--- src/hdl/dual_timer_pkg.sv ---
// constants, register map and carrier types of the dual 8-bit timer/counter
package dual_timer_pkg;

	// ***************************************************************
	// register indices (byte address is four times the index)
	// ***************************************************************
	localparam logic [5:0] idx_lower_compare_value = 6'h10;
	localparam logic [5:0] idx_upper_compare_value = 6'h11;
	localparam logic [5:0] idx_lower_duty_value    = 6'h12;
	localparam logic [5:0] idx_upper_duty_value    = 6'h13;
	localparam logic [5:0] idx_operation_config    = 6'h14;
	localparam logic [5:0] idx_lower_count_value   = 6'h15;
	localparam logic [5:0] idx_upper_count_value   = 6'h16;
	localparam logic [5:0] idx_lower_timer_control = 6'h1a;
	localparam logic [5:0] idx_upper_timer_control = 6'h1b;

	// ***************************************************************
	// field positions and reset values
	// ***************************************************************
	localparam int         cfg_divider_chain_bit = 0;
	localparam int         cfg_slow_mode_bit     = 1;
	localparam logic [7:0] control_reset         = 8'h00;
	localparam logic [7:0] value_reset           = 8'h00;
	localparam logic [1:0] config_reset          = 2'h0;

	// ***************************************************************
	// clock select codes
	// ***************************************************************
	localparam logic [2:0] clk_div11_or_slow8 = 3'h0;
	localparam logic [2:0] clk_div7           = 3'h1;
	localparam logic [2:0] clk_div5           = 3'h2;
	localparam logic [2:0] clk_div3           = 3'h3;
	localparam logic [2:0] clk_slow           = 3'h4;
	localparam logic [2:0] clk_div1           = 3'h5;
	localparam logic [2:0] clk_fast           = 3'h6;
	localparam logic [2:0] clk_pin            = 3'h7;

	// ***************************************************************
	// mode codes
	// ***************************************************************
	localparam logic [2:0] mode_timer_event8  = 3'h0;
	localparam logic [2:0] mode_divider8      = 3'h1;
	localparam logic [2:0] mode_pwm8          = 3'h2;
	localparam logic [2:0] mode_reserved      = 3'h3;
	localparam logic [2:0] mode_timer_event16 = 3'h4;
	localparam logic [2:0] mode_warmup        = 3'h5;
	localparam logic [2:0] mode_pwm16         = 3'h6;
	localparam logic [2:0] mode_pulse_gen16   = 3'h7;

	// ***************************************************************
	// prescaler exponents
	// ***************************************************************
	localparam int prescale_width = 11;
	localparam int slow_div_width = 3;

	// control register layout
	typedef struct packed {
		logic       flipflop_init;
		logic [2:0] clock_select;
		logic       run_bit;
		logic [2:0] mode_field;
	} timer_control_type;

	// prescaled tick set
	typedef struct packed {
		logic div11;
		logic div7;
		logic div5;
		logic div3;
		logic div1;
		logic slow;
		logic slow8;
	} tick_set_type;

endpackage

--- src/hdl/timer_channel_counter.sv ---
// one 8-bit up-counter of a timer channel
`timescale 1ns/1ps
module timer_channel_counter (
	input  wire logic       pclk,
	input  wire logic       presetn,
	input  wire logic       ce,
	input  wire logic       tick,
	input  wire logic       clear,
	output logic [7:0]      count_ff,
	output logic            wrap
);
	logic [7:0] nxt_count;

	// clear beats counting
	always_comb begin
		nxt_count = count_ff;
		if (clear) begin
			nxt_count = 8'h00;
		end else if (tick) begin
			nxt_count = count_ff + 8'h01;
		end
	end

	always_ff @(posedge pclk or negedge presetn) begin
		if (!presetn) begin
			count_ff <= 8'h00;
		end else if (ce) begin
			count_ff <= nxt_count;
		end
	end

	// overflow into the cascaded channel
	assign wrap = tick & (count_ff == 8'hff);
endmodule // timer_channel_counter

--- src/hdl/dual_timer_counter.sv ---
// dual 8-bit timer/counter with APB register access and 16-bit cascade
`timescale 1ns/1ps
// What this block does
// [RQ1] clock select picks a prescaled fast, slow or pin source for counting
// [RQ2] mode field decodes timer, divider, PWM, reserved and 16-bit modes; code counts only in 8-bit timer/event, divider and 16-bit timer/event
// [RQ3] upper control register resets to all zeros, timer stopped
// [RQ4] software keeps mode, clock and flip-flop fixed while running
// [RQ5] stopping leaves other fields alone; starting may write them together
// [RQ6] 16-bit: lower mode 011, upper mode, lower clock, upper run and flip-flop
// [RQ7] upper counter clocks from cascade overflow in 16-bit modes
// [RQ8] software leaves compare and duty values alone while running
// [RQ9] normal operation allows only listed sources per mode
// [RQ10] slow operation allows only listed sources per mode
// [RQ11] fast oscillator in slow operation only for warm-up
// [RQ12] 8-bit compare 1..255, 8-bit duty 2..254
// [RQ13] 16-bit compare and duty values stay inside listed limits
// [RQ14] timer mode counts source ticks, match raises irq, clears, continues
// [RQ15] software keeps flip-flop bit zero in timer and event modes
// [RQ16] compare value is unbuffered and acts at once
// [RQ17] event mode counts pin falling edges, match raises irq and clears
// [RQ18] event input levels last at least two machine cycles
// [RQ19] each channel has control, compare and duty registers
// [RQ20] writing flip-flop bit loads output flip-flop; pin shows inverse
// [RQ21] run bit low stops and clears counter; start counts from zero
// [RQ22] timer irq period equals compare value times source period
module dual_timer_counter (
	input  wire logic        pclk,
	input  wire logic        presetn,
	input  wire logic        ce,
	input  wire logic        psel,
	input  wire logic        penable,
	input  wire logic        pwrite,
	input  wire logic [7:0]  paddr,
	input  wire logic [31:0] pwdata,
	input  wire logic [3:0]  pstrb,
	output logic [31:0]      prdata,
	output logic             pready,
	output logic             pslverr,
	input  wire logic        slow_osc,
	input  wire logic        lower_counter_input,
	input  wire logic        upper_counter_input,
	output logic             lower_match_irq,
	output logic             upper_match_irq,
	output logic             lower_divider_out_pin_n,
	output logic             upper_divider_out_pin_n
);
	// ***************************************************************
	// register state
	// ***************************************************************
	dual_timer_pkg::timer_control_type lower_ctl_ff, nxt_lower_ctl;
	dual_timer_pkg::timer_control_type upper_ctl_ff, nxt_upper_ctl;
	logic [7:0]  lower_cmp_ff, nxt_lower_cmp, upper_cmp_ff, nxt_upper_cmp;
	logic [7:0]  lower_duty_ff, nxt_lower_duty, upper_duty_ff, nxt_upper_duty;
	logic [1:0]  config_ff, nxt_config;
	logic        lower_tff_ff, nxt_lower_tff, upper_tff_ff, nxt_upper_tff;
	logic [31:0] rdata_ff, nxt_rdata;
	logic        err_ff, nxt_err;
	logic        lower_irq_ff, upper_irq_ff;

	// ***************************************************************
	// clock sources
	// ***************************************************************
	logic [10:0] pre_ff;
	logic [2:0]  slow_div_ff;
	logic [2:0]  slow_sync_ff, lower_sync_ff, upper_sync_ff;
	dual_timer_pkg::tick_set_type ticks;
	logic        slow_tick, lower_fall, upper_fall;
	logic        slow_sel;

	// second and third stages only feed edge detection
	assign slow_tick  = slow_sync_ff[1] & ~slow_sync_ff[2];
	assign lower_fall = ~lower_sync_ff[1] & lower_sync_ff[2]; // RQ17
	assign upper_fall = ~upper_sync_ff[1] & upper_sync_ff[2]; // RQ17
	assign slow_sel   = config_ff[dual_timer_pkg::cfg_divider_chain_bit] |
	                    config_ff[dual_timer_pkg::cfg_slow_mode_bit];

	// ticks of the fast and slow prescalers, fast oscillator being pclk
	assign ticks.div11 = &pre_ff[10:0];
	assign ticks.div7  = &pre_ff[6:0];
	assign ticks.div5  = &pre_ff[4:0];
	assign ticks.div3  = &pre_ff[2:0];
	assign ticks.div1  = pre_ff[0];
	assign ticks.slow  = slow_tick;
	assign ticks.slow8 = slow_tick & (&slow_div_ff);

	// source selection shared by both channels
	function automatic logic pick_source(input logic [2:0] sel, input logic pin_fall,
	                                     input dual_timer_pkg::tick_set_type t, input logic use_slow);
		logic r;
		r = 1'b0;
		case (sel)
			dual_timer_pkg::clk_div11_or_slow8: r = use_slow ? t.slow8 : t.div11; // RQ1
			dual_timer_pkg::clk_div7:           r = t.div7;
			dual_timer_pkg::clk_div5:           r = t.div5;
			dual_timer_pkg::clk_div3:           r = t.div3;
			dual_timer_pkg::clk_slow:           r = t.slow;
			dual_timer_pkg::clk_div1:           r = t.div1;
			dual_timer_pkg::clk_fast:           r = 1'b1;
			default:                            r = pin_fall;
		endcase
		return r;
	endfunction

	// prescalers and pin synchronisers
	always_ff @(posedge pclk or negedge presetn) begin
		if (!presetn) begin
			pre_ff        <= 11'h000;
			slow_div_ff   <= 3'h0;
			slow_sync_ff  <= 3'h0;
			lower_sync_ff <= 3'h0;
			upper_sync_ff <= 3'h0;
		end else if (ce) begin
			pre_ff        <= pre_ff + 11'h001;
			slow_div_ff   <= slow_tick ? slow_div_ff + 3'h1 : slow_div_ff;
			slow_sync_ff  <= {slow_sync_ff[1:0], slow_osc};
			lower_sync_ff <= {lower_sync_ff[1:0], lower_counter_input};
			upper_sync_ff <= {upper_sync_ff[1:0], upper_counter_input};
		end
	end

	// ***************************************************************
	// counting and cascade
	// ***************************************************************
	logic        cascade, lower_run, lower_counts, upper_counts;
	logic        lower_tick, upper_tick, lower_wrap;
	logic        lower_match8, upper_match8, match16, lower_clear, upper_clear;
	logic [7:0]  lower_count, upper_count;

	// upper mode top bit joins both channels, run taken from upper
	assign cascade      = upper_ctl_ff.mode_field[2]; // RQ6
	assign lower_run    = cascade ? upper_ctl_ff.run_bit : lower_ctl_ff.run_bit; // RQ6
	assign lower_counts = cascade ? (upper_ctl_ff.mode_field == dual_timer_pkg::mode_timer_event16) :
	                      ((lower_ctl_ff.mode_field == dual_timer_pkg::mode_timer_event8) |
	                       (lower_ctl_ff.mode_field == dual_timer_pkg::mode_divider8)); // RQ2
	assign upper_counts = (upper_ctl_ff.mode_field == dual_timer_pkg::mode_timer_event8) |
	                      (upper_ctl_ff.mode_field == dual_timer_pkg::mode_divider8); // RQ2
	assign lower_tick   = lower_run & lower_counts &
	                      pick_source(lower_ctl_ff.clock_select, lower_fall, ticks, slow_sel); // RQ14
	assign upper_tick   = cascade ? (lower_wrap & ~match16) : // RQ7
	                      (upper_ctl_ff.run_bit & upper_counts &
	                       pick_source(upper_ctl_ff.clock_select, upper_fall, ticks, slow_sel));

	// compare against live value, period is compare times source period
	assign lower_match8 = ~cascade & lower_tick & (lower_count + 8'h01 == lower_cmp_ff); // RQ16
	assign upper_match8 = ~cascade & upper_tick & (upper_count + 8'h01 == upper_cmp_ff); // RQ22
	assign match16      = cascade & lower_tick &
	                      ({upper_count, lower_count} + 16'h0001 == {upper_cmp_ff, lower_cmp_ff});
	assign lower_clear  = ~lower_run | lower_match8 | match16; // RQ21
	assign upper_clear  = ~upper_ctl_ff.run_bit | upper_match8 | match16; // RQ21

	timer_channel_counter u_lower (
		.pclk     (pclk),
		.presetn  (presetn),
		.ce       (ce),
		.tick     (lower_tick),
		.clear    (lower_clear),
		.count_ff (lower_count),
		.wrap     (lower_wrap)
	);

	timer_channel_counter u_upper (
		.pclk     (pclk),
		.presetn  (presetn),
		.ce       (ce),
		.tick     (upper_tick),
		.clear    (upper_clear),
		.count_ff (upper_count),
		.wrap     ()
	);

	// ***************************************************************
	// apb register file
	// ***************************************************************
	logic       wr_en, rd_setup, aligned;
	logic [5:0] idx;

	assign idx      = paddr[7:2];
	assign aligned  = (paddr[1:0] == 2'h0);
	assign wr_en    = ce & psel & penable & pwrite & pstrb[0] & ~err_ff;
	assign rd_setup = ce & psel & ~penable;
	assign pready   = psel & penable & ce;
	assign pslverr  = psel & penable & err_ff;
	assign prdata   = rdata_ff;

	// writes, read capture in setup, flip-flop load and toggle
	always_comb begin
		nxt_lower_ctl  = lower_ctl_ff;
		nxt_upper_ctl  = upper_ctl_ff;
		nxt_lower_cmp  = lower_cmp_ff;
		nxt_upper_cmp  = upper_cmp_ff;
		nxt_lower_duty = lower_duty_ff;
		nxt_upper_duty = upper_duty_ff;
		nxt_config     = config_ff;
		nxt_rdata      = rdata_ff;
		nxt_err        = err_ff;
		nxt_lower_tff  = lower_tff_ff;
		nxt_upper_tff  = upper_tff_ff;
		// divider mode toggles the output flip-flop on each match
		if (lower_match8 && lower_ctl_ff.mode_field == dual_timer_pkg::mode_divider8) begin
			nxt_lower_tff = ~lower_tff_ff;
		end
		if (upper_match8 && upper_ctl_ff.mode_field == dual_timer_pkg::mode_divider8) begin
			nxt_upper_tff = ~upper_tff_ff;
		end
		if (wr_en) begin
			if (idx == dual_timer_pkg::idx_lower_timer_control) begin
				nxt_lower_ctl = dual_timer_pkg::timer_control_type'(pwdata[7:0]); // RQ19
				nxt_lower_tff = pwdata[7]; // RQ20
			end else if (idx == dual_timer_pkg::idx_upper_timer_control) begin
				nxt_upper_ctl = dual_timer_pkg::timer_control_type'(pwdata[7:0]);
				nxt_upper_tff = pwdata[7]; // RQ20
			end else if (idx == dual_timer_pkg::idx_lower_compare_value) begin
				nxt_lower_cmp = pwdata[7:0]; // RQ16
			end else if (idx == dual_timer_pkg::idx_upper_compare_value) begin
				nxt_upper_cmp = pwdata[7:0]; // RQ16
			end else if (idx == dual_timer_pkg::idx_lower_duty_value) begin
				nxt_lower_duty = pwdata[7:0];
			end else if (idx == dual_timer_pkg::idx_upper_duty_value) begin
				nxt_upper_duty = pwdata[7:0];
			end else if (idx == dual_timer_pkg::idx_operation_config) begin
				nxt_config = pwdata[1:0];
			end
		end
		if (rd_setup) begin
			nxt_err   = 1'b0;
			nxt_rdata = 32'h0000_0000;
			if (!aligned) begin
				nxt_err = 1'b1;
			end else if (idx == dual_timer_pkg::idx_lower_timer_control) begin
				nxt_rdata = {24'h000000, lower_ctl_ff};
			end else if (idx == dual_timer_pkg::idx_upper_timer_control) begin
				nxt_rdata = {24'h000000, upper_ctl_ff};
			end else if (idx == dual_timer_pkg::idx_lower_compare_value) begin
				nxt_rdata = {24'h000000, lower_cmp_ff};
			end else if (idx == dual_timer_pkg::idx_upper_compare_value) begin
				nxt_rdata = {24'h000000, upper_cmp_ff};
			end else if (idx == dual_timer_pkg::idx_lower_duty_value) begin
				nxt_rdata = {24'h000000, lower_duty_ff};
			end else if (idx == dual_timer_pkg::idx_upper_duty_value) begin
				nxt_rdata = {24'h000000, upper_duty_ff};
			end else if (idx == dual_timer_pkg::idx_operation_config) begin
				nxt_rdata = {30'h00000000, config_ff};
			end else if (idx == dual_timer_pkg::idx_lower_count_value) begin
				nxt_rdata = {24'h000000, lower_count};
				nxt_err   = pwrite; // read only
			end else if (idx == dual_timer_pkg::idx_upper_count_value) begin
				nxt_rdata = {24'h000000, upper_count};
				nxt_err   = pwrite; // read only
			end else begin
				nxt_err = 1'b1; // unmapped
			end
		end
	end

	// register stage, everything zero after reset
	always_ff @(posedge pclk or negedge presetn) begin
		if (!presetn) begin
			lower_ctl_ff  <= dual_timer_pkg::timer_control_type'(dual_timer_pkg::control_reset);
			upper_ctl_ff  <= dual_timer_pkg::timer_control_type'(dual_timer_pkg::control_reset); // RQ3
			lower_cmp_ff  <= dual_timer_pkg::value_reset;
			upper_cmp_ff  <= dual_timer_pkg::value_reset;
			lower_duty_ff <= dual_timer_pkg::value_reset;
			upper_duty_ff <= dual_timer_pkg::value_reset;
			config_ff     <= dual_timer_pkg::config_reset;
			rdata_ff      <= 32'h0000_0000;
			err_ff        <= 1'b0;
			lower_tff_ff  <= 1'b0; // RQ20
			upper_tff_ff  <= 1'b0; // RQ20
			lower_irq_ff  <= 1'b0;
			upper_irq_ff  <= 1'b0;
		end else if (ce) begin
			lower_ctl_ff  <= nxt_lower_ctl;
			upper_ctl_ff  <= nxt_upper_ctl;
			lower_cmp_ff  <= nxt_lower_cmp;
			upper_cmp_ff  <= nxt_upper_cmp;
			lower_duty_ff <= nxt_lower_duty;
			upper_duty_ff <= nxt_upper_duty;
			config_ff     <= nxt_config;
			rdata_ff      <= nxt_rdata;
			err_ff        <= nxt_err;
			lower_tff_ff  <= nxt_lower_tff;
			upper_tff_ff  <= nxt_upper_tff;
			lower_irq_ff  <= lower_match8; // RQ14
			upper_irq_ff  <= upper_match8 | match16; // RQ17
		end
	end

	// divider output pins show the inverse of the flip-flops
	assign lower_match_irq         = lower_irq_ff;
	assign upper_match_irq         = upper_irq_ff;
	assign lower_divider_out_pin_n = ~lower_tff_ff; // RQ20
	assign upper_divider_out_pin_n = ~upper_tff_ff; // RQ20
endmodule // dual_timer_counter

--- config.mk ---
export PLATFORM = sky130hd
export DESIGN_NAME = dual_timer_counter
export DESIGN_NICKNAME = d
export VERILOG_FILES = /design/src/hdl/dual_timer_pkg.sv /design/src/hdl/timer_channel_counter.sv /design/src/hdl/dual_timer_counter.sv
export SDC_FILE = /design/constraint.sdc
export NUM_CORES = 1
export LEC_CHECK = 0
export ABC_AREA = 1
export BUFFER_PORTS_ARGS = -buffer_cell sky130_fd_sc_hd__buf_2
export CAP_MARGIN = 20
export CORE_ASPECT_RATIO = 0.6
export CORE_MARGIN = 4
export CORE_UTILIZATION = 35
export CTS_CLUSTER_DIAMETER = 50
export DETAILED_ROUTE_END_ITERATION = 10
export PLACE_DENSITY = 0.64
export SLEW_MARGIN = 30
export SYNTH_ARGS = -nofsm -noshare
export SYNTH_HDL_FRONTEND = slang
export SYNTH_SLANG_ARGS = --single-unit
--- constraint.sdc ---
create_clock -name pclk -period 3 [get_ports pclk]
set_input_delay 0.6 -clock pclk [delete_from_list [all_inputs] [get_ports pclk]]
set_output_delay 0.6 -clock pclk [all_outputs]
set_load 0.01 [all_outputs]
# After elaboration in Yosys (flattened, before gate mapping)
# Cells that the tools add are included.
[op_classes]
n_addsub = 5
n_eq_ne = 28
n_mux = 37
n_bitwise = 50
n_reduce_logical = 25
[op_table]
columns = ["op", "n"]
rows = [
  ["$mux W8", 14],
  ["$eq A6 B5 Y1 const B", 9],
  ["$and A1 B1 Y1", 25],
  ["$eq A3 B3 Y1 const B", 7],
  ["$mux W1", 21],
  ["$not A1 Y1", 17],
  ["$add A16 B1 Y16 const B", 1],
  ["$add A8 B1 Y8 const B", 2],
  ["$eq A16 B16 Y1", 1],
  ["$eq A8 B8 Y1", 2],
  ["$pmux W1 S7", 2],
  ["$reduce_and A7 Y1", 2],
  ["$eq A3 B1 Y1 const B", 4],
  ["$eq A3 B2 Y1 const B", 4],
  ["$logic_not A3 Y1", 4],
  ["$add A11 B1 Y11 const B", 1],
  ["$reduce_and A11 Y1", 1],
  ["$reduce_and A5 Y1", 2],
  ["$reduce_and A3 Y1", 3],
  ["$reduce_and A9 Y1", 1],
  ["$eq A8 B8 Y1 const B", 1],
  ["$or A1 B1 Y1", 8],
  ["$reduce_and A2 Y1", 4],
  ["$reduce_and A8 Y1", 1],
  ["other kinds (6)", 8],
]
[totals]
ff_bits = 126
word_cells = 171

# Longest topological paths before layout
# Gate-level depths: netlist (run 1).
[logic_depth]
word_depth = 18
mapped_depth = 16
ltp_nobuf = 16

# Cells and area by module
# Synthesis (run 1) repeated with hierarchy kept, for this count alone.
[hier_totals]
cells_unflattened = 825
hier_area_um2 = 6216.0
[by_module_without_submodules]
columns = ["module", "instances", "cells_each", "area_each_um2", "seq_area_each_um2"]
rows = [
  ["dual_timer_counter", 1, 699, 5251.3, 2152.1],
  ["timer_channel_counter (u_upper)", 1, 64, 504.2, 200.2],
  ["timer_channel_counter (u_lower)", 1, 62, 460.4, 200.2],
]

# Worst setup path after synthesis (run 1)
# No wires, ideal clock.
[synth_timing]
path_kind = "reg-to-reg"
startpoint = "register pre_ff[0]"
endpoint = "register u_lower.count_ff[2]"
arrival_time_ps = 1868
path_slack_ps = 1003
stages_incl_launch_ff = 15
cell_sequence = "dfrtp_1 > ha_1 > nand3_1 > inv_1 > ha_1 > inv_1 > nor2_1 > a21oi_1 > nand4_1 > nand2_2 > a21oi_4 > nand2_1 > clkinv_1 > nand2_4 > o22ai_2"
[synth_between]
elab_chain_len = 10
elab_cells_between_ends = 16
[synth_lines]
columns = ["element", "line", "source"]
rows = [
  ["from (decl)", "dual_timer_counter.sv:63", "logic [10:0] pre_ff;"],
  ["from (signal assigned)", "dual_timer_counter.sv:113", "pre_ff <= pre_ff + 11'h001;"],
  ["$reduce_and A11 Y1", "dual_timer_counter.sv:78", "assign ticks.div11 = &pre_ff[10:0];"],
  ["$mux W1", "dual_timer_counter.sv:92", "dual_timer_pkg::clk_div11_or_slow8: r = use_slow ? t.slow8 : t.div11;"],
  ["$pmux W1 S7 (*)", "dual_timer_counter.sv:91", "case (sel)"],
  ["$and A1 B1 Y1 (*)", "dual_timer_counter.sv:137", "assign lower_tick = lower_run & lower_counts &"],
  ["$and A1 B1 Y1 (2 in a row)", "dual_timer_counter.sv:144", "assign lower_match8 = ~cascade & lower_tick & (lower_count + 8'h01 == lower_cmp_ff);"],
  ["$or A1 B1 Y1 (2 in a row)", "dual_timer_counter.sv:148", "assign lower_clear = ~lower_run | lower_match8 | match16;"],
  ["$reduce_bool A2 Y1 (no source line)", "-", ""],
  ["$reduce_and A2 Y1 (no source line)", "-", ""],
  ["to (signal assigned)", "timer_channel_counter.sv:28", "count_ff <= nxt_count;"],
  ["to (decl)", "timer_channel_counter.sv:9", "output logic [7:0] count_ff,"],
]
# Every way passes the cells marked *; elsewhere a longest branch is shown, timed or not.
# A chain may end at the register's enable or synchronous reset.

# Worst setup path in the final report (run 1)
[layout_timing]
startpoint = "register u_upper.count_ff[1]"
endpoint = "register u_lower.count_ff[7]"
[layout_between]
elab_chain_len = 6
elab_cells_between_ends = 7
[layout_lines]
columns = ["element", "line", "source"]
rows = [
  ["from (decl)", "timer_channel_counter.sv:9", ""],
  ["from (signal assigned)", "timer_channel_counter.sv:28", ""],
  ["$add A16 B1 Y16 (*)", "dual_timer_counter.sv:147", "({upper_count, lower_count} + 16'h0001 == {upper_cmp_ff, lower_cmp_ff});"],
  ["$eq A16 B16 Y1 (*)", "dual_timer_counter.sv:147", ""],
  ["$and A1 B1 Y1 (*)", "dual_timer_counter.sv:146", "assign match16 = cascade & lower_tick &"],
  ["$or A1 B1 Y1 (*)", "dual_timer_counter.sv:148", ""],
  ["$reduce_bool A2 Y1 (no source line)", "-", ""],
  ["$reduce_and A2 Y1 (no source line)", "-", ""],
]
# Marks and branches as above.

==> flow_summary.yaml, run 1 <==
status:
  outcome: "finished, final reports clean"
placement:
  place_congestion: 0.9246
  io_buffer_count: 39
  hpwl_um: 13100
  dp_cells: 1059
  placed_area_um2: 6435
power_and_ir_drop:
  leakagePower_nw: 3.353
  p_clk_frac: 0.390
  p_int_mw: 2.265
  vdd_drop_max_v: 0.0003350
  swShare: 0.2755
  p_sw_uw: 861.1
  comb_power_share: 0.121
  seqPwrFrac: 0.490
  powerDensity_nw_per_um2: 463.7
worst_setup_path:
  cp_top_family: "compound AO/OA/AOI/OAI gates"
  reg2reg_depth: 10
  cp-end-kind: "flop"
  cp.depth: 10
  cp_slowest_cell: "dfrtp_1"
  r2r-end: "u_lower.count_ff[7]$_DFFE_PN0P_"
  critPathKind: "flop to flop"
  critical_path.max_stage_delay_ps: 500
  critical_path_required_ps: 3270
  worstPathArrival_ps: 2850
  crit_fanout: 5
  cp_num_buf_inv: 0
  critPathLaunch: "u_upper.count_ff[1]$_DFFE_PN0P_"
  reg2reg_from: "u_upper.count_ff[1]$_DFFE_PN0P_"
  ff2ff_setup_slack_ps: 420
  worstPathCellList: "ha_1 > xnor2_1 > nand3_1 > a21oi_1 > nor2_1 > nand2_1 > nor2_4 > o21ai_2 > nand2_4 > o22ai_2"
  start_kind: "flop"
  crit_path_end: "u_lower.count_ff[7]$_DFFE_PN0P_"
die:
  die_h_um: 109.7
  design.core.area_um2: 16580
  start_util: 0.3641
  pin_count: 91
  die_x_um: 177.5
  fp.dieArea_um2: 19480
  rows: 36
finish:
  fin_area_um2: 6740
  finalNetCount: 902
  finalNonFillerCells: 1075
  insertedDiodeCount: 0
  syn_to_final_growth_pct: 11.69
  drive_above_1_share: 0.1204
grt:
  antenna_found_initial: 0
  overflow: 0
  grt_pass1_vias: 4865
  grt_pass1_wl_um: 27120
  gr-usage-all-layers: 0.1806
  grt_max_degree: 51
clock_tree:
  cts_setup_buffers: 0
  cts_max_path_buffers: 2
  clkLatencyLatePin_ps: 350
  numCtsBuffers: 9
  clk_pin_slew_ps: 70
  root_buffer: "clkbuf_16"
  ctsHoldBuffers: 0
  clock-sinks: 102
  cts.htree.levels: 3
  post_cts_resized: 0
  cts_tree: "built"
drt:
  dr.pass1.iters: 5
  routed_wirelength_um: 16900
  wl_met1_um: 8912
  wl_met3_um: 1795
  highest_layer: "met4"
  via_per_inst: 4.946
  drt_iter0_markers: 527
  vias: 5317
  ant_nets: 0
  routedWlPerCell_um: 15.72
  drc_errors: 0
  wl_met2_um: 6061
timing:
  grt_setup_unrepaired: "false"
  slew_violations: 0
  holdWs_ps: 287.2
  period_needed_ps: 2577
  worst_pin_slew_ps: 692.8
  finalHoldViolCount: 0
  fmax_mhz: 388.1
  setup_tns_ps: 0
  relSlewSlack: 0.5381
  finalCritPeriodShare: 0.8590
  fin_skew_ps: 7.820
  finalSetupViolations: 0
yosys:
  synth-async-reset-ratio: 1.000
  synth_warnings: 0
  synth_seq_cells: 102
  synth_cell_types: 44
  synth_edf_count: 0
  syn_inst: 803
  synth_area_um2: 6035
  synth_area_per_cell_um2: 7.515
  synthFlopType: "dfrtp_1"
  ys_seq_area_frac: 0.4230
job:
  drv_cap: 0
worst_hold_path:
  min_path_type: "primary input to async pin"
==> worst min-delay path by stage <==
stage,endpoint,cells after the start,slack (ps)
after global routing,config_ff[1]$_DFFE_PN0P_,1,350
after CTS,prdata[5]$_DFFE_PN0P_,1,320
final,config_ff[1]$_DFFE_PN0P_,1,290
after floorplan,cascade$_DFFE_PN0P_,0,300
after global placement,upper_sync_ff[0]$_DFFE_PN0P_,2,460
after detailed placement,slow_sync_ff[0]$_DFFE_PN0P_,2,460
==> metal layers <==
layer / vias to the layer above / track usage
met1: 2475 / 0.3018
met4: 0 / 0.03530
met5: - / 0
li1: 2632 / -
met2: 194 / 0.2219
met3: 16 / 0.04983
==> area by class of cell <==
cell class	count	area [um^2]
clock inverters	7	80.08
inverters	93	349.1
flip-flops and latches	102	2552
fillers	1749	9836
well taps	228	285.3
repair buffers	48	290.3
clock buffers	9	225.2
multi-input cells	588	2958
==> cell families (layout without fill, tap and decap cells) <==
logic type	Yosys count	in the layout	share of synthesized area
AND/OR/NAND/NOR	395	395	0.2878
adder cells (fa/ha/maj)	7	7	0.01451
flip-flops	102	102	0.4230
other	1	24	0.0006214
AO/OA/AOI/OAI	134	134	0.1315
buffers and inverters	136	157	0.1012
XOR/XNOR	26	26	0.03774
multiplexers	2	2	0.003732
==> Yosys cell counts (5+ instances only) <==
library cell  number  area (um^2)
buf_4             24        180.2
nand3_1           50        250.2
ha_1               7        87.58
a21oi_1           19        95.09
o22ai_2            5        62.56
nor2_2             5        31.28
xnor2_1            8        70.07
dfrtp_1          102         2552
xor2_1            18        157.7
nand2_1          237        889.6
nor3_1            11        55.05
inv_1             85        319.1
nor2_1            58        217.7
buf_2              7        35.03
o21ai_1            5        25.02
nor2_4             5        56.30
clkbuf_1          11        41.29
o21ai_0           80        400.4
nand4_1           13        81.33
==> registers in the layout, indices dropped and copies added, names as in the netlist, 7 cells and up <==
signal / flops
u_upper.count_ff: 8
upper_ctl_ff: 7
pre_ff: 11
prdata: 8
lower_duty_ff: 8
upper_cmp_ff: 8
lower_ctl_ff: 8
u_lower.count_ff: 8
upper_duty_ff: 8
lower_cmp_ff: 8
==> layout by cell type, fill, tap and decap left out, drive strengths merged, types with 2 or more instances in the layout <==
master / count
xnor2: 8
nor4: 2
conb: 24
a21oi: 20
a221oi: 4
nand2: 244
clkbuf: 9
nor3: 13
ha: 7
dfrtp: 102
nor2: 68
o21bai: 2
mux2: 2
o211ai: 4
inv: 92
nand3: 52
xor2: 18
o22ai: 9
a22o: 3
nand3b: 2
nand4: 14
buf: 48
o21ai: 87
clkinv: 6
==> stage by stage <==
step	power, mW	utilization	worst slack (ps)
6_report	3.126	0.4066	423.1
2_1_floorplan	1.802	-	1003
5_1_grt	3.287	0.4066	263.5
3_3_place_gp	1.925	0.3882	558.9
3_5_place_dp	1.934	0.3882	547.1
4_1_cts	3.164	0.4066	523.8
==> worst reg2reg max path, delay by kind of cell, from the launching register on <==
| family | cells | cell delay, ps |
|---|---|---|
| simple gates | 5 | 580 |
| fa+ha+maj | 1 | 280 |
| compound gates | 3 | 680 |
| flops | 1 | 500 |
| xor+xnor | 1 | 450 |
==> power groups by stage <==
stage / Combinational, mW / Sequential [mW] / Clock [mW]
2_1_floorplan: 0.254 / 1.55 / 0
3_3_place_gp: 0.371 / 1.55 / 0
3_5_place_dp: 0.377 / 1.56 / 0
4_1_cts: 0.382 / 1.53 / 1.25
5_1_grt: 0.442 / 1.54 / 1.30
6_report: 0.377 / 1.53 / 1.22
(Power assumes the default switching activity.)
==> run 2: changes to the inputs <==
- GPL_TIMING_DRIVEN: default -> 0
==> run 2 against run 1 <==
  * Register-to-register slack gained 50 ps
  * Final cell count rose by 3.2%
  * Die area unchanged
  * Clock power shrank 7%
  * Flip-flop and latch count stayed put
  * Wire length increased by 0.70%
  * Via count is 2.9% higher
  * Power is 2.1% lower
  * Worst setup slack better by 54 ps
  * First-iteration DRC count increased by 20%
  * Worst hold slack got worse by 150 ps
  * Global-route usage rose by 0.25 points
  * Largest power group unchanged
==> flow_summary.yaml, run 2 (synthesis gave the netlist of run 1 again) <==
die:
  rows: 36
  pin_count: 91
  fp.dieArea_um2: 19480
  die_x_um: 177.5
  design.core.area_um2: 16580
  start_util: 0.3641
  die_h_um: 109.7
drt:
  routedWlPerCell_um: 15.34
  drc_errors: 0
  via_per_inst: 4.934
  vias: 5472
  dr.pass1.iters: 6
  drt_iter0_markers: 632
  routed_wirelength_um: 17010
  ant_nets: 0
finish:
  finalNetCount: 936
  largest_reg_flops: 11
  fillers: 1748
  ff_latch_area_um2: 2552
  final_cell_mix: "nand2_1 (237), dfrtp_1 (102), inv_1 (85)"
  multiInputGateArea_um2: 2958
  largest-register: "pre_ff"
  syn_to_final_growth_pct: 14.58
  insertedDiodeCount: 0
  drive_above_1_share: 0.1419
  layout_commonest_cell: "nand2_1"
timing:
  fin_skew_ps: 6.526
  slew_violations: 0
  setup_tns_ps: 0
  finalSetupViolations: 0
  finalCritPeriodShare: 0.8408
  worst_pin_slew_ps: 505.7
  finalHoldViolCount: 0
  relSlewSlack: 0.6617
  holdWs_ps: 132.4
  grt_setup_unrepaired: "false"
  fmax_mhz: 396.4
  period_needed_ps: 2522
worst_setup_path:
  start_kind: "flop"
  cp-end-kind: "flop"
  crit_fanout: 9
  critPathKind: "flop to flop"
  worstPathArrival_ps: 2760
  critical_path_required_ps: 3230
  reg2reg_depth: 14
clock_tree:
  cts_tree: "built"
  clock-sinks: 102
  numCtsBuffers: 9
  root_buffer: "clkbuf_16"
  cts.htree.levels: 3
  clkLatencyLatePin_ps: 360
  ctsHoldBuffers: 0
  clk_pin_slew_ps: 70
  cts_max_path_buffers: 2
  post_cts_resized: 0
  cts_setup_buffers: 0
power_and_ir_drop:
  p_clk_frac: 0.373
  powerDensity_nw_per_um2: 442.4
  p_sw_uw: 854.3
  finalPower_mw: 3.059
  leakagePower_nw: 3.476
  swShare: 0.2793
  seqPwrFrac: 0.503
  comb_power_share: 0.123
  vdd_drop_max_v: 0.0002997
  p_int_mw: 2.204
placement:
  hpwl_um: 13320
  io_buffer_count: 38
  place_congestion: 0.8884
grt:
  antenna_found_initial: 0
  grt_pass1_vias: 4898
  overflow: 0
  grt_pass1_wl_um: 27370
  gr-usage-all-layers: 0.1831
  grt_max_degree: 70
worst_hold_path:
  min_path_type: "primary input to async pin"
status:
  outcome: "finished, final reports clean"
job:
  drv_cap: 0
-- run 2: cell count changes in the layout (fill, tap and decap cells not counted), sizes merged --
cell      change
clkbuf       +13
clkinvlp      +2
bufinv        -1
buf          +22
clkinv        -1
inv           -1
-- run 2: power groups by stage --
stage	registers (mW)	logic (mW)	clock network [mW]
floorplan	1.55	0.254	0
global placement	1.56	0.368	0
detailed placement	1.57	0.378	0
CTS	1.54	0.380	1.16
global route	1.56	0.435	1.22
finish	1.54	0.377	1.14
-- run 2: final timing paths --
check,end,from,slack (ps)
setup / recovery,u_lower.count_ff[7]$_DFFE_PN0P_,pre_ff[0]$_DFFE_PN0P_,480
hold / removal,err_ff$_DFFE_PN0P_,presetn,130
setup reg to reg,u_lower.count_ff[7]$_DFFE_PN0P_,pre_ff[0]$_DFFE_PN0P_,480
hold reg to reg,pre_ff[10]$_DFFE_PN0P_,pre_ff[10]$_DFFE_PN0P_,460
max in group asynchronous,pre_ff[8]$_DFFE_PN0P_,presetn,2210
min in group pclk,lower_sync_ff[0]$_DFFE_PN0P_,lower_counter_input,430
-- run 2: final cells by class --
type                    instances  share of cell area
inverters                      93             0.05049
well taps                     228             0.04126
clock inverters                 6            0.006515
flip-flops and latches        102              0.3692
clock buffers                  10             0.03456
plain buffers                  43             0.03782
repair buffers                 39             0.03239
multi-input cells             588              0.4278
-- run 2: critical path: stages, from the launching register on --
cell and delay, ps:
dfrtp_1 460, ha_1 260, nand3_1 130, inv_1 50, ha_1 170, inv_1 80
nor2_1 50, a21oi_1 110, nand4_1 170, nand2_2 150, a21oi_4 130, nand2_1 110
clkinv_1 250, nand2_4 210, o22ai_2 80
-- run 2: routing by layer --
layer | vias up | global-route usage | share of wire
li1 | 2706 | - | -
met1 | 2537 | 0.3081 | 0.54
met2 | 206 | 0.2298 | 0.36
met3 | 23 | 0.03780 | 0.090
met4 | 0 | 0.04026 | 0.012
met5 | - | 0 | 0
-- run 2: stage by stage --
step	utilization	cell area [um^2]	setup slack [ps]	std cells
6_report	0.4171	6914	477.5	1109
5_1_grt	0.4171	6914	212.7	1109
4_1_cts	0.4171	6914	477.9	1109
3_5_place_dp	0.4000	6630	418.9	1093
3_3_place_gp	0.3979	6596	162.8	1092
2_1_floorplan	-	6121	1003	826
==> run 3: changes to the inputs <==
- clock period: 3 -> 2.52 ns (I/O delays scaled with it)
==> run 3 against run 2 <==
  * Non-clock buffer count rose by 6
  * Largest power group unchanged
  * Sequential power rose by 19%
  * Critical endpoint is now u_upper.count_ff[4]$_DFFE_PN0P_
  * Highest routed layer unchanged
  * Clock power rose by 19%
  * Combinational power rose by 21%
==> flow_summary.yaml, run 3 (synthesis gave the netlist of run 1 again) <==
worst_setup_path:
  cp_top_family: "simple AND/OR/NAND/NOR gates"
  critPathLaunch: "u_upper.count_ff[1]$_DFFE_PN0P_"
  reg2reg_from: "u_upper.count_ff[1]$_DFFE_PN0P_"
  r2r-end: "u_upper.count_ff[4]$_DFFE_PN0P_"
  worstPathArrival_ps: 2570
  critical_path.max_stage_delay_ps: 490
  critPathKind: "flop to flop"
  cp-end-kind: "flop"
  reg2reg_depth: 13
  cp_num_buf_inv: 0
  ff2ff_setup_slack_ps: 210
  cp_slowest_cell: "dfrtp_2"
  start_kind: "flop"
  critical_path_required_ps: 2770
  crit_fanout: 9
  worstPathCellList: "ha_1 > xnor2_1 > nand3_1 > nand3_1 > nand2_1 > nor2_1 > nand2_1 > nor2_4 > nand2_4 > nand4_4 > nand2_4 > nand2_1 > nand2_1"
  cp_common_cell: "nand2_1"
placement:
  placed_area_um2: 6630
  place_congestion: 0.8884
  io_buffer_count: 38
  hpwl_um: 13320
power_and_ir_drop:
  powerDensity_nw_per_um2: 522.7
  p_clk_frac: 0.373
  swShare: 0.2804
  vdd_drop_max_v: 0.0003587
  p_int_mw: 2.629
  comb_power_share: 0.124
  seqPwrFrac: 0.502
  leakagePower_nw: 3.509
  p_sw_mw: 1.025
finish:
  largest-register: "pre_ff"
  syn_to_final_growth_pct: 15.84
  fin_area_um2: 6990
  final_cell_mix: "nand2_1 (236), dfrtp_1 (98), inv_1 (85)"
  finalNetCount: 942
  drive_above_1_share: 0.1567
  layout_commonest_cell: "nand2_1"
  largest_reg_flops: 11
  fillers: 1746
  insertedDiodeCount: 0
drt:
  ant_nets: 0
  routed_wirelength_um: 17220
  vias: 5510
  drt_iter0_markers: 620
  drc_errors: 0
  routedWlPerCell_um: 15.44
  via_per_inst: 4.942
  dr.pass1.iters: 5
clock_tree:
  root_buffer: "clkbuf_16"
  cts.htree.levels: 3
  cts_tree: "built"
  numCtsBuffers: 9
  clock-sinks: 102
  clk_pin_slew_ps: 70
  cts_max_path_buffers: 2
  clkLatencyLatePin_ps: 360
timing:
  finalHoldViolCount: 0
  finalSetupViolations: 0
  finalCritPeriodShare: 0.9181
  fin_skew_ps: 6.505
  slew_violations: 0
  fmax_mhz: 432.2
  worst_pin_slew_ps: 503.6
  relSlewSlack: 0.6630
  period_needed_ps: 2314
  setup_tns_ps: 0
  grt_setup_unrepaired: "false"
die:
  die_h_um: 109.7
  die_x_um: 177.5
  pin_count: 91
  start_util: 0.3641
  fp.dieArea_um2: 19480
  design.core.area_um2: 16580
  rows: 36
grt:
  overflow: 0
  grt_max_degree: 70
  antenna_found_initial: 0
  grt_pass1_vias: 4896
  grt_pass1_wl_um: 27360
  gr-usage-all-layers: 0.1831
job:
  drv_cap: 0
status:
  outcome: "finished, final reports clean"
worst_hold_path:
  min_path_type: "primary input to async pin"
run 3: cell count changes in the layout (fill, tap and decap cells not counted):
cell / delta
buf_4: +6
clkinv_1: -1
clkinv_2: +1
dfrtp_1: -4
dfrtp_2: +4
nand2_1: -1
nand2_2: +1
nand3_1: -1
nand3_4: +1
nor2_1: -1
nor2_2: +1
o21ai_2: -1
o21ai_4: +1
run 3: per-stage QoR:
| step | hold WS, ps | setup slack, ps | util | cells | total power, mW |
|---|---|---|---|---|---|
| after floorplan | 208.4 | 522.9 | - | 826 | 2.145 |
| after global placement | 456.1 | -221.2 | 0.3979 | 1092 | 2.300 |
| after detailed placement | 425.4 | 13.71 | 0.4000 | 1093 | 2.314 |
| after CTS | 41.80 | 60.35 | 0.4172 | 1109 | 3.669 |
| after global routing | 53.33 | 1.164 | 0.4217 | 1115 | 3.829 |
| final | 41.54 | 206.5 | 0.4217 | 1115 | 3.654 |
run 3: worst max-delay path by stage:
stage,end,slack (ps),cells past startpoint
final,u_upper.count_ff[4]$_DFFE_PN0P_,210,13
after detailed placement,u_lower.count_ff[7]$_DFFE_PN0P_,10,14
after global placement,u_upper.count_ff[4]$_DFFE_PN0P_,-220,1
after floorplan,u_lower.count_ff[2]$_DFFE_PN0P_,520,14
after CTS,u_lower.count_ff[7]$_DFFE_PN0P_,60,14
after global routing,u_upper.count_ff[4]$_DFFE_PN0P_,1,13
run 3: layout make-up:
type                       instances  area (um^2)  area share
inverter                          93        350.3     0.05012
timing repair buffer              45        269.0     0.03848
buffer                            43        261.5     0.03741
multi-input combinational        588         2983      0.4267
sequential                       102         2557      0.3658
tap                              228        285.3     0.04081
clock inverter                     6        45.04    0.006444
clock buffer                      10        239.0     0.03419
run 3: timing repair:
item,CTS,global route
hold buffers,0,0
setup endpoints to repair,1,18
buffers inserted,0,6
resized for setup,1,9
pin swaps,0,3
run 3: layer usage:
layer | vias up | track usage | part of all wire | routed length, um
li1 | 2719 | - | - | -
met1 | 2580 | 0.3079 | 0.54 | 9217
met2 | 190 | 0.2301 | 0.37 | 6329
met3 | 21 | 0.03780 | 0.085 | 1459
met4 | 0 | 0.04026 | 0.012 | 210
met5 | - | 0 | 0 | 0
run 3: power by group through the flow:
stage | logic [mW] | clock network [mW] | registers [mW]
3_5_place_dp | 0.450 | 0 | 1.86
6_report | 0.455 | 1.36 | 1.84
3_3_place_gp | 0.438 | 0 | 1.86
2_1_floorplan | 0.303 | 0 | 1.84
5_1_grt | 0.523 | 1.45 | 1.85
4_1_cts | 0.452 | 1.39 | 1.83
